`src/rtl/tcb_pkg.sv`:
```
// tcb_pkg: register map, field positions and constants of the timer/counter
// assumes a 32-bit classic wishbone bus, byte addressed, register index in address bits 9:2
package tcb_pkg;
	localparam int unsigned DATA_W = 32;
	localparam int unsigned ADDR_W = 10;
	localparam int unsigned CNT_W = 8;
	localparam int unsigned RATE_W = 3;

	// register indexes; byte address is four times the index
	localparam logic [7:0] IDX_MODE = 8'hDA;
	localparam logic [7:0] IDX_COUNT = 8'hDB;
	localparam logic [7:0] IDX_RELOAD = 8'hCD;
	localparam logic [7:0] IDX_IRQ_CTRL = 8'hF0;
	localparam int unsigned IDX_LSB = 2;

	// mode register fields
	localparam int unsigned MODE_ENABLE = 7;
	localparam int unsigned MODE_RATE_HI = 6;
	localparam int unsigned MODE_RATE_LO = 4;
	localparam int unsigned MODE_CKS = 3;
	localparam int unsigned MODE_ALOAD = 2;
	localparam int unsigned MODE_TOGGLE = 1;
	localparam int unsigned MODE_PWM = 0;

	// interrupt control register fields
	localparam int unsigned IRQ_FLAG = 0;
	localparam int unsigned IRQ_ENABLE = 1;
	localparam int unsigned IRQ_LOW_POWER = 2;
	localparam int unsigned IRQ_CTRL_W = 3;

	localparam logic [CNT_W-1:0] MODE_RESET = 8'h00;
	localparam logic [CNT_W-1:0] COUNT_RESET = 8'h00;
	localparam logic [CNT_W-1:0] RELOAD_RESET = 8'h00;
	localparam logic [CNT_W-1:0] FULL_SCALE = 8'hFF;
	localparam logic [CNT_W-1:0] ZERO_SCALE = 8'h00;

	// overflow boundaries in pwm mode on the prescaled clock, indexed by {auto_reload, toggle}
	localparam logic [CNT_W-1:0] TOP_256 = 8'hFF;
	localparam logic [CNT_W-1:0] TOP_64 = 8'h3F;
	localparam logic [CNT_W-1:0] TOP_32 = 8'h1F;
	localparam logic [CNT_W-1:0] TOP_16 = 8'h0F;

	localparam logic [7:0] IRQ_VECTOR = 8'h08;
endpackage : tcb_pkg

```
`src/rtl/tcb_tick_gen.sv`:
```
// tcb_tick_gen: selects the count tick, prescaled clock or external event edge
// assumes clk_i is the instruction clock; event_pin_i is asynchronous
`timescale 1ns/1ps
module tcb_tick_gen
	import tcb_pkg::*;
(
	input wire logic clk_i,
	input wire logic rst_i,
	input wire logic clock_source_select_i,
	input wire logic [tcb_pkg::RATE_W-1:0] prescaler_select_i,
	input wire logic event_pin_i,
	output logic tick_o
);
	logic [CNT_W-1:0] div;
	logic [CNT_W-1:0] div_mask;
	logic sync_a;
	logic sync_b;
	logic sync_prev;

	// code 0 needs all eight bits full (divide by 256), code 7 only bit 0
	assign div_mask = FULL_SCALE >> prescaler_select_i;

	always_ff @(posedge clk_i) begin
		if (rst_i) begin
			div <= ZERO_SCALE;
		end else begin
			div <= div + 8'h01;
		end
	end

	// two-stage synchroniser; only the second stage feeds the edge detector
	always_ff @(posedge clk_i) begin
		if (rst_i) begin
			sync_a <= 1'b1;
			sync_b <= 1'b1;
			sync_prev <= 1'b1;
		end else begin
			sync_a <= event_pin_i;
			sync_b <= sync_a;
			sync_prev <= sync_b;
		end
	end

	always_ff @(posedge clk_i) begin
		if (rst_i) begin
			tick_o <= 1'b0;
		end else if (clock_source_select_i) begin
			tick_o <= sync_prev & ~sync_b;
		end else begin
			tick_o <= ((div & div_mask) == div_mask);
		end
	end
endmodule : tcb_tick_gen

```
`src/rtl/tcb_timer.sv`:
```
// tcb_timer: 8-bit timer/counter with auto-reload, toggle and pwm output
// assumes clk_i is the instruction clock; registers on classic wishbone
//
// Design decision made here: the Wishbone interface to the registers.
`timescale 1ns/1ps
module tcb_timer
	import tcb_pkg::*;
(
	input wire logic clk_i,
	input wire logic rst_i,
	input wire logic wb_cyc_i,
	input wire logic wb_stb_i,
	input wire logic wb_we_i,
	input wire logic [tcb_pkg::ADDR_W-1:0] wb_adr_i,
	input wire logic [3:0] wb_sel_i,
	input wire logic [tcb_pkg::DATA_W-1:0] wb_dat_i,
	output logic [tcb_pkg::DATA_W-1:0] wb_dat_o,
	output logic wb_ack_o,
	input wire logic external_event_pin_i,
	input wire logic gpio_data_i,
	input wire logic gpio_oe_n_i,
	output logic shared_output_pin_o,
	output logic shared_output_pin_oe_n_o,
	output logic irq_o,
	output logic [7:0] irq_vector_o,
	output logic ext_pin_irq_block_o
);
	import tcb_pkg::*;

	logic [CNT_W-1:0] mode;
	logic [CNT_W-1:0] count;
	logic [CNT_W-1:0] reload_buffer;
	logic [CNT_W-1:0] reload_active;
	logic overflow_request_flag;
	logic overflow_interrupt_enable;
	logic low_power_mode;
	logic toggle_level;
	logic pwm_level;
	logic tick;

	logic counter_enable_bit;
	logic clock_source_select;
	logic auto_reload_enable;
	logic toggle_output_enable;
	logic pwm_output_enable;
	logic pwm_internal;
	logic reload_on;
	logic [CNT_W-1:0] top_mask;
	logic at_top;
	logic ovf_evt;
	logic [CNT_W-1:0] count_inc;

	logic bus_req;
	logic bus_wr;
	logic [7:0] bus_idx;
	logic wr_mode;
	logic wr_count;
	logic wr_reload;
	logic wr_irq;

	assign counter_enable_bit = mode[MODE_ENABLE];
	assign clock_source_select = mode[MODE_CKS];
	assign auto_reload_enable = mode[MODE_ALOAD];
	assign toggle_output_enable = mode[MODE_TOGGLE];
	assign pwm_output_enable = mode[MODE_PWM];
	assign pwm_internal = pwm_output_enable & ~clock_source_select;

	// pwm always reloads; with pwm on the prescaled clock the auto-reload bit only helps select the boundary
	assign reload_on = pwm_output_enable | auto_reload_enable;

	always_comb begin
		top_mask = TOP_256;
		if (pwm_internal) begin
			case ({auto_reload_enable, toggle_output_enable})
				2'b00: top_mask = TOP_256;
				2'b01: top_mask = TOP_64;
				2'b10: top_mask = TOP_32;
				2'b11: top_mask = TOP_16;
				default: top_mask = TOP_256;
			endcase
		end
	end

	assign at_top = ((count & top_mask) == top_mask);
	assign count_inc = count + 8'h01;
	// a software write to the counter in the same cycle takes precedence
	assign ovf_evt = tick & counter_enable_bit & at_top & ~wr_count;

	// wishbone: ack one cycle after the request; write lands on the ack edge
	assign bus_req = wb_cyc_i & wb_stb_i;
	assign bus_idx = wb_adr_i[IDX_LSB +: 8];
	assign bus_wr = bus_req & wb_ack_o & wb_we_i & wb_sel_i[0];
	assign wr_mode = bus_wr & (bus_idx == IDX_MODE);
	assign wr_count = bus_wr & (bus_idx == IDX_COUNT);
	assign wr_reload = bus_wr & (bus_idx == IDX_RELOAD);
	assign wr_irq = bus_wr & (bus_idx == IDX_IRQ_CTRL);

	tcb_tick_gen u_tick (
		.clk_i(clk_i),
		.rst_i(rst_i),
		.clock_source_select_i(clock_source_select),
		.prescaler_select_i(mode[MODE_RATE_HI:MODE_RATE_LO]),
		.event_pin_i(external_event_pin_i),
		.tick_o(tick)
	);

	always_ff @(posedge clk_i) begin
		if (rst_i) begin
			wb_ack_o <= 1'b0;
			wb_dat_o <= '0;
		end else begin
			wb_ack_o <= bus_req & ~wb_ack_o;
			wb_dat_o <= '0;
			if (bus_req & ~wb_ack_o & ~wb_we_i) begin
				case (bus_idx)
					IDX_MODE: wb_dat_o[CNT_W-1:0] <= mode;
					IDX_COUNT: wb_dat_o[CNT_W-1:0] <= count;
					IDX_IRQ_CTRL: wb_dat_o[IRQ_CTRL_W-1:0] <=
						{low_power_mode, overflow_interrupt_enable, overflow_request_flag};
					// reload buffer is write-only; unmapped reads return zero
					default: wb_dat_o <= '0;
				endcase
			end
		end
	end

	always_ff @(posedge clk_i) begin
		if (rst_i) begin
			mode <= MODE_RESET;
		end else if (wr_mode) begin
			mode <= wb_dat_i[CNT_W-1:0];
		end
	end

	// are left to software; a mid-run mode write acts at once
	always_ff @(posedge clk_i) begin
		if (rst_i) begin
			count <= COUNT_RESET;
		end else if (wr_count) begin
			count <= wb_dat_i[CNT_W-1:0];
		end else if (tick & counter_enable_bit) begin
			if (at_top) begin
				if (pwm_output_enable) begin
					count <= ZERO_SCALE;
				end else if (reload_on) begin
					count <= reload_buffer;
				end else begin
					count <= ZERO_SCALE;
				end
			end else begin
				count <= count + 8'h01;
			end
		end
	end

	// double buffer: the running cycle keeps its value until overflow
	always_ff @(posedge clk_i) begin
		if (rst_i) begin
			reload_buffer <= RELOAD_RESET;
			reload_active <= RELOAD_RESET;
		end else begin
			if (wr_reload) begin
				reload_buffer <= wb_dat_i[CNT_W-1:0];
			end
			if (ovf_evt & reload_on) begin
				reload_active <= reload_buffer;
			end
		end
	end

	// low-power bit is kept for software only: overflow never wakes the core
	always_ff @(posedge clk_i) begin
		if (rst_i) begin
			overflow_request_flag <= 1'b0;
			overflow_interrupt_enable <= 1'b0;
			low_power_mode <= 1'b0;
		end else begin
			if (wr_irq) begin
				overflow_interrupt_enable <= wb_dat_i[IRQ_ENABLE];
				low_power_mode <= wb_dat_i[IRQ_LOW_POWER];
			end
			if (ovf_evt) begin
				overflow_request_flag <= 1'b1;
			end else if (wr_irq & ~wb_dat_i[IRQ_FLAG]) begin
				overflow_request_flag <= 1'b0;
			end
		end
	end

	always_ff @(posedge clk_i) begin
		if (rst_i) begin
			irq_o <= 1'b0;
			irq_vector_o <= IRQ_VECTOR;
			ext_pin_irq_block_o <= 1'b0;
		end else begin
			irq_o <= overflow_request_flag & overflow_interrupt_enable;
			irq_vector_o <= IRQ_VECTOR;
			ext_pin_irq_block_o <= clock_source_select;
		end
	end

	always_ff @(posedge clk_i) begin
		if (rst_i) begin
			toggle_level <= 1'b0;
		end else if (ovf_evt) begin
			toggle_level <= ~toggle_level;
		end
	end

	// pwm: high after overflow, low once the masked count meets the duty
	always_ff @(posedge clk_i) begin
		if (rst_i) begin
			pwm_level <= 1'b1;
		end else if (~counter_enable_bit | ovf_evt) begin
			pwm_level <= 1'b1;
		end else if (tick & ~wr_count & ~at_top
			& ((count_inc & top_mask) == (reload_active & top_mask))) begin
			// fall on the edge of the step, so the high time is exactly the duty in ticks
			pwm_level <= 1'b0;
		end else if ((count & top_mask) == (reload_active & top_mask)) begin
			pwm_level <= 1'b0;
		end
	end

	always_ff @(posedge clk_i) begin
		if (rst_i) begin
			shared_output_pin_o <= 1'b0;
			shared_output_pin_oe_n_o <= 1'b1;
		end else if (pwm_output_enable) begin
			shared_output_pin_o <= pwm_level;
			shared_output_pin_oe_n_o <= 1'b0;
		end else if (toggle_output_enable) begin
			shared_output_pin_o <= toggle_level;
			shared_output_pin_oe_n_o <= 1'b0;
		end else begin
			shared_output_pin_o <= gpio_data_i;
			shared_output_pin_oe_n_o <= gpio_oe_n_i;
		end
	end
endmodule : tcb_timer

```
`config.mk`:
```
export PLATFORM = sky130hd
export DESIGN_NAME = tcb_timer
export DESIGN_NICKNAME = d
export VERILOG_FILES = /design/src/rtl/tcb_pkg.sv /design/src/rtl/tcb_tick_gen.sv /design/src/rtl/tcb_timer.sv
export SDC_FILE = /design/constraint.sdc
export NUM_CORES = 1
export LEC_CHECK = 0
export BUFFER_PORTS_ARGS = -buffer_cell sky130_fd_sc_hd__buf_2
export CAP_MARGIN = 0
export CORE_ASPECT_RATIO = 1.5
export CORE_MARGIN = 2
export CORE_UTILIZATION = 25
export CTS_CLUSTER_DIAMETER = 200
export DETAILED_ROUTE_END_ITERATION = 10
export GPL_ROUTABILITY_DRIVEN = 0
export GPL_TIMING_DRIVEN = 0
export PLACE_DENSITY = 0.43
export SYNTH_ARGS = -nofsm -noshare
export SYNTH_HDL_FRONTEND = slang
export SYNTH_HIERARCHICAL = 1
export SYNTH_SLANG_ARGS = --single-unit
```
`constraint.sdc`:
```
create_clock -name clk_i -period 2.9 [get_ports clk_i]
set_clock_uncertainty 0.15 [all_clocks]
set_input_delay 0.145 -clock clk_i [delete_from_list [all_inputs] [get_ports clk_i]]
set_output_delay 0.145 -clock clk_i [all_outputs]
set_load 0.02 [all_outputs]
```
== Word-level counts from Yosys, hierarchy flattened ==
Index checks and enable logic that the tools add are counted.

* Register bits: 86
* Bits of input ports: 54
* Output and inout bits: 45
* Logic and storage cells: 96

* $add $sub $neg: 2
* Equal/unequal tests: 11
* Shift operators: 1
* Multiplexer cells: 18
* Bitwise operators: 37
* Reduce and logical (&&, ||, !) cells: 6

{| class="wikitable"
|+ Operators with widths
! kind !! count
|-
| two-way mux 8 bit || 6
|-
| AND 8 bit || 4
|-
| == test 8 bit || 4
|-
| == test 8 bit (second input constant) || 4
|-
| case mux 8 bit (4 select lines) || 1
|-
| AND 1 bit || 21
|-
| adder 8 x 1 -> 8 bit (second input constant) || 2
|-
| NOT 1 bit || 10
|-
| case mux 5 bit (2 select lines) || 1
|-
| two-way mux 1 bit || 9
|-
| case mux 3 bit (3 select lines) || 1
|-
| right shift 8 x 3 -> 8 bit (first input constant) || 1
|-
| nonzero test 2 bit || 3
|-
| == test 2 bit (second input constant) || 2
|-
| OR reduction 2 bit || 2
|-
| == test 2 x 1 -> 1 bit (second input constant) || 1
|-
| logical NOT 2 bit || 1
|-
| OR 1 bit || 2
|}

== Depth between registers and ports, before layout ==
* Depth in word-level cells: 10
* Gate-level depth with buffers: 8
* Depth with buffers taken out: 7

== Modules after synthesis ==
Netlist, hierarchy kept.

{| class="wikitable"
|+ Modules (own cells, without submodules)
! module !! times used !! cells an instance !! area an instance (µm²)
|-
| tcb_timer || 1 || 325 || 2758.9
|-
| tcb_tick_gen || 1 || 49 || 480.5
|}

== Worst setup path before layout ==
OpenSTA, ideal clock, no wires.

* Path kind: reg2reg
* Start: register count[0]
* End: register reload_active[0]
* Library setup time: 128 ps
* Arrival: 1803 ps
* Data required time: 2622 ps
* Setup slack: 819 ps
* Cell stages (with the launch flop): 9
* Cell sequence: dfxtp_1 -> ha_1 -> buf_2 -> nand3_1 -> nor4_4 -> o2111a_1 -> buf_6 -> mux2i_1 -> nor2_1

* Longest elaborated chain between the ends: 5

{| class="wikitable"
|+ RTL lines
! item !! RTL line !! source
|-
| start, declared || tcb_timer.sv:31 || <nowiki>logic [CNT_W-1:0] count;</nowiki>
|-
| start signal, assigned || tcb_timer.sv:140 || <nowiki>count <= wb_dat_i[CNT_W-1:0];</nowiki>
|-
| start signal, assigned || tcb_timer.sv:146 || <nowiki>count <= reload_buffer;</nowiki>
|-
| start signal, assigned || tcb_timer.sv:151 || <nowiki>count <= count + 8'h01;</nowiki>
|-
| AND 8 bit || tcb_timer.sv:84 || <nowiki>assign at_top = ((count & top_mask) == top_mask);</nowiki>
|-
| == test 8 bit || tcb_timer.sv:84 ||
|-
| AND 1 bit (2 in series) || tcb_timer.sv:87 || <nowiki>assign ovf_evt = tick & counter_enable_bit & at_top & ~wr_count;</nowiki>
|-
| AND 1 bit || tcb_timer.sv:165 || <nowiki>if (ovf_evt & reload_on) begin</nowiki>
|-
| end signal, assigned || tcb_timer.sv:166 || <nowiki>reload_active <= reload_buffer;</nowiki>
|-
| end, declared || tcb_timer.sv:33 || <nowiki>logic [CNT_W-1:0] reload_active;</nowiki>
|}

No other way between the ends.
A chain may end at the register's enable or synchronous reset.

== Worst setup path in the final report ==
* Start: register count[1]
* End: register reload_active[0]

The elaborated chain is that of the path after synthesis.

==> flow_summary.yaml <==
status:
  status: "finished clean"
pwr:
  leakage_nw: 1.788
  p_sw_frac: 0.2222
  p_seq_frac: 0.420
  clkPwrFrac: 0.507
  ir_worst_vdd_mv: 0.2377
  p_per_area_mw_per_mm2: 496.1
  p_switching_mw: 0.4577
  combinationalPowerShare: 0.073
  p_int_mw: 1.602
setup_path:
  cp_slowest_cell: "nor4_4"
  r2r-start: "count[1]"
  worst-setup-path-type: "register to register"
  worstSetupStartpoint: "count[1]"
  worstPathRequired_ns: 2.95
  cp.arrival_ns: 2.55
  r2r_cells: 8
  crit_path_start_kind: "register"
  crit_path_cell_trace: "ha_1, buf_2, nand3_1, nor4_4, o2111a_1, buf_6, mux2i_1, nor2_1"
  cp_max_fo: 9
  cp_slowest_stage_delay_ns: 0.59
  end_kind: "register"
global_route:
  grt_first_pass_wirelength_um: 14390
  grt_antenna_before_repair: 0
  gr-total-overflow: 0
  grt_use_met1: 0.1399
  grt_usage: 0.1346
  grtUsageMet3: 0.02967
  top_usage_layer: "met2"
  grt_start_max_net_pins: 11
  grt_pass1_vias: 2778
  grt_use_met2: 0.2569
synthesis:
  syn_inst: 374
  async_reset_ff_frac: 0
  syn_area_mm2: 0.003239
  ys_ff_latch: 62
  synth-edff-count: 0
  synth_cell_type_count: 52
  synth_top_flop_cell: "dfxtp_1"
  synth_top_cell_by_area: "dfxtp_1"
  synth_seq_area_share: 0.3832
  synth_top_area_share: 0.3832
  synth_commonest_cells: "64 x nor2_1, 62 x dfxtp_1, 34 x buf_4"
  yosysWarnings: 6
  avgSynthCellArea_um2: 8.661
  yosysMostFrequentCell: "nor2_1"
  synth_area_leaders: "dfxtp_1 38%, buf_4 7.9%, mux2i_1 7.7%"
drt:
  drt_wl_total_um: 9019
  drtAntennaViolNets: 0
  drtIter0Drc: 117
  drc_errors: 0
  via_per_inst: 4.384
  num_vias: 2740
  dr.pass1.iters: 4
  route.detailed.wl_per_inst_um: 14.43
finish:
  utilization: 0.3301
  area_growth_pct: 28.16
  fin_nets: 521
  final_layout_size_suffix_gt1_frac: 0.2409
  n_antenna_cell: 0
  design_area_mm2: 0.004151
worst_hold_path:
  holdPathStages: 5
  min_from: "gpio_data_i"
  hp-class: "primary input to register"
placed_design:
  numPortBuffers: 37
  place_area_mm2: 0.003732
  hpwl_um: 6686
timing:
  max_slew.worst_pin.slew_ns: 0.8343
  slew_headroom: 0.4426
  fin_hold_ws_ns: 0.07730
  period_share: 0.8635
  timing.final.crit_period_ns: 2.504
  tns_ns: 0
  grt_setup_unrepaired: "false"
  hold_viol_final: 0
  fmax_mhz: 399.3
  setup_viol: 0
  final_max_slew_viol_count: 0
floorplan:
  num_rows: 50
  die-width_um: 96.94
  core_mm2: 0.01257
  die_area_mm2: 0.01390
  initial_core_util: 0.2576
  die_y_um: 143.4
  ios: 99
clock_tree:
  cts_tree: "done"
  clock-root-buffer: "clkbuf_16"
  insertion_delay_ns: 0.33
  cts_made_buffers: 9
  postCtsSetupRepairBufs: 0
  clk_pin_slew_worst_paths_ns: 0.05
  cts_sinks: 62
  clock_path_buffers: 2
  cts_max_level: 3
job:
  maxCapViolCount: 0
worst max-delay path, delay by kind of cell (launching register included):
kind            cells  cell delay [ns]
flops               1             0.33
fa+ha+maj           1             0.15
buf+inv             2             0.37
simple gates        3             0.86
compound gates      1             0.29
mux                 1             0.20
layout by cell type (no fill, tap or decap), types with 3 or more instances in the layout:
cell type / count
a21oi_1: 13
a22oi_1: 8
a311oi_1: 7
a31oi_1: 3
and3_1: 4
and3_2: 6
buf_2: 44
buf_4: 34
buf_6: 3
clkbuf_1: 11
clkbuf_16: 9
clkinv_2: 4
conb_1: 32
dfxtp_1: 62
dlygate4sd3_1: 13
mux2i_1: 25
nand2_1: 24
nand3_1: 12
nand4_1: 4
nor2_1: 64
nor2b_1: 3
nor3b_1: 3
o21ai_0: 11
or2_2: 3
xnor2_1: 14
xor2_1: 13
sequential cells by signal, indices dropped and copies added, names as in the netlist, 8 cells and up:
name / count
count: 8
mode: 8
reload_active: 8
reload_buffer: 8
u_tick/div: 8
wb_dat_o: 8
stage by stage:
| step | total power [mW] | worst slack [ns] | cells |
|---|---|---|---|
| floorplan | 0.9789 | 0.8194 | 404 |
| global placement | 1.019 | 0.4188 | 597 |
| detailed placement | 1.020 | 0.3978 | 597 |
| CTS | 2.087 | 0.3897 | 625 |
| global route | 2.134 | 0.1534 | 625 |
| finish | 2.059 | 0.3959 | 625 |
kinds of logic after synthesis:
kind of cell	count (synthesis)	synth area share
AO/OA/AOI/OAI	56	0.1163
XOR/XNOR	27	0.07300
adder cells (fa/ha/maj)	2	0.007724
buffers and inverters	57	0.1151
flip-flops	62	0.3832
multiplexers	25	0.07725
other	2	0.002318
AND/OR/NAND/NOR	143	0.2252
layer usage:
metal,up-vias,wire length [um]
met2,66,4953
met1,1266,3559
met4,0,165
met5,-,0
li1,1399,-
met3,9,340
power groups by stage:
stage | clock network (mW) | registers [mW] | logic [mW]
floorplan | 0 | 0.884 | 0.0946
global placement | 0 | 0.883 | 0.136
detailed placement | 0 | 0.883 | 0.137
CTS | 1.07 | 0.865 | 0.151
global route | 1.11 | 0.866 | 0.163
finish | 1.04 | 0.865 | 0.150
path summary, 6_finish.rpt:
| check | to | slack, ns |
|---|---|---|
| setup reg to reg | reload_active[0] | 0.40 |
| hold / removal | shared_output_pin_o | 0.08 |
| hold reg to reg | u_tick/sync_b | 0.26 |
| setup / recovery | reload_active[0] | 0.40 |
area by class of cell:
cell class	instances	area [um2]
Inverter	2	7.507
Buffer	55	365.4
Clock buffer	10	239.0
Sequential cell	62	1241
Multi-Input combinational cell	285	1738
Clock inverter	5	50.05
Tap cell	156	195.2
Timing Repair Buffer	50	315.3
Fill cell	1309	8423
what timing repair did:
item | in CTS | in global routing
hold endpoints to repair | 26 | 0
hold buffers | 13 | 0
gates resized for setup | 0 | 0
Power figures use the tool's default switching activity.
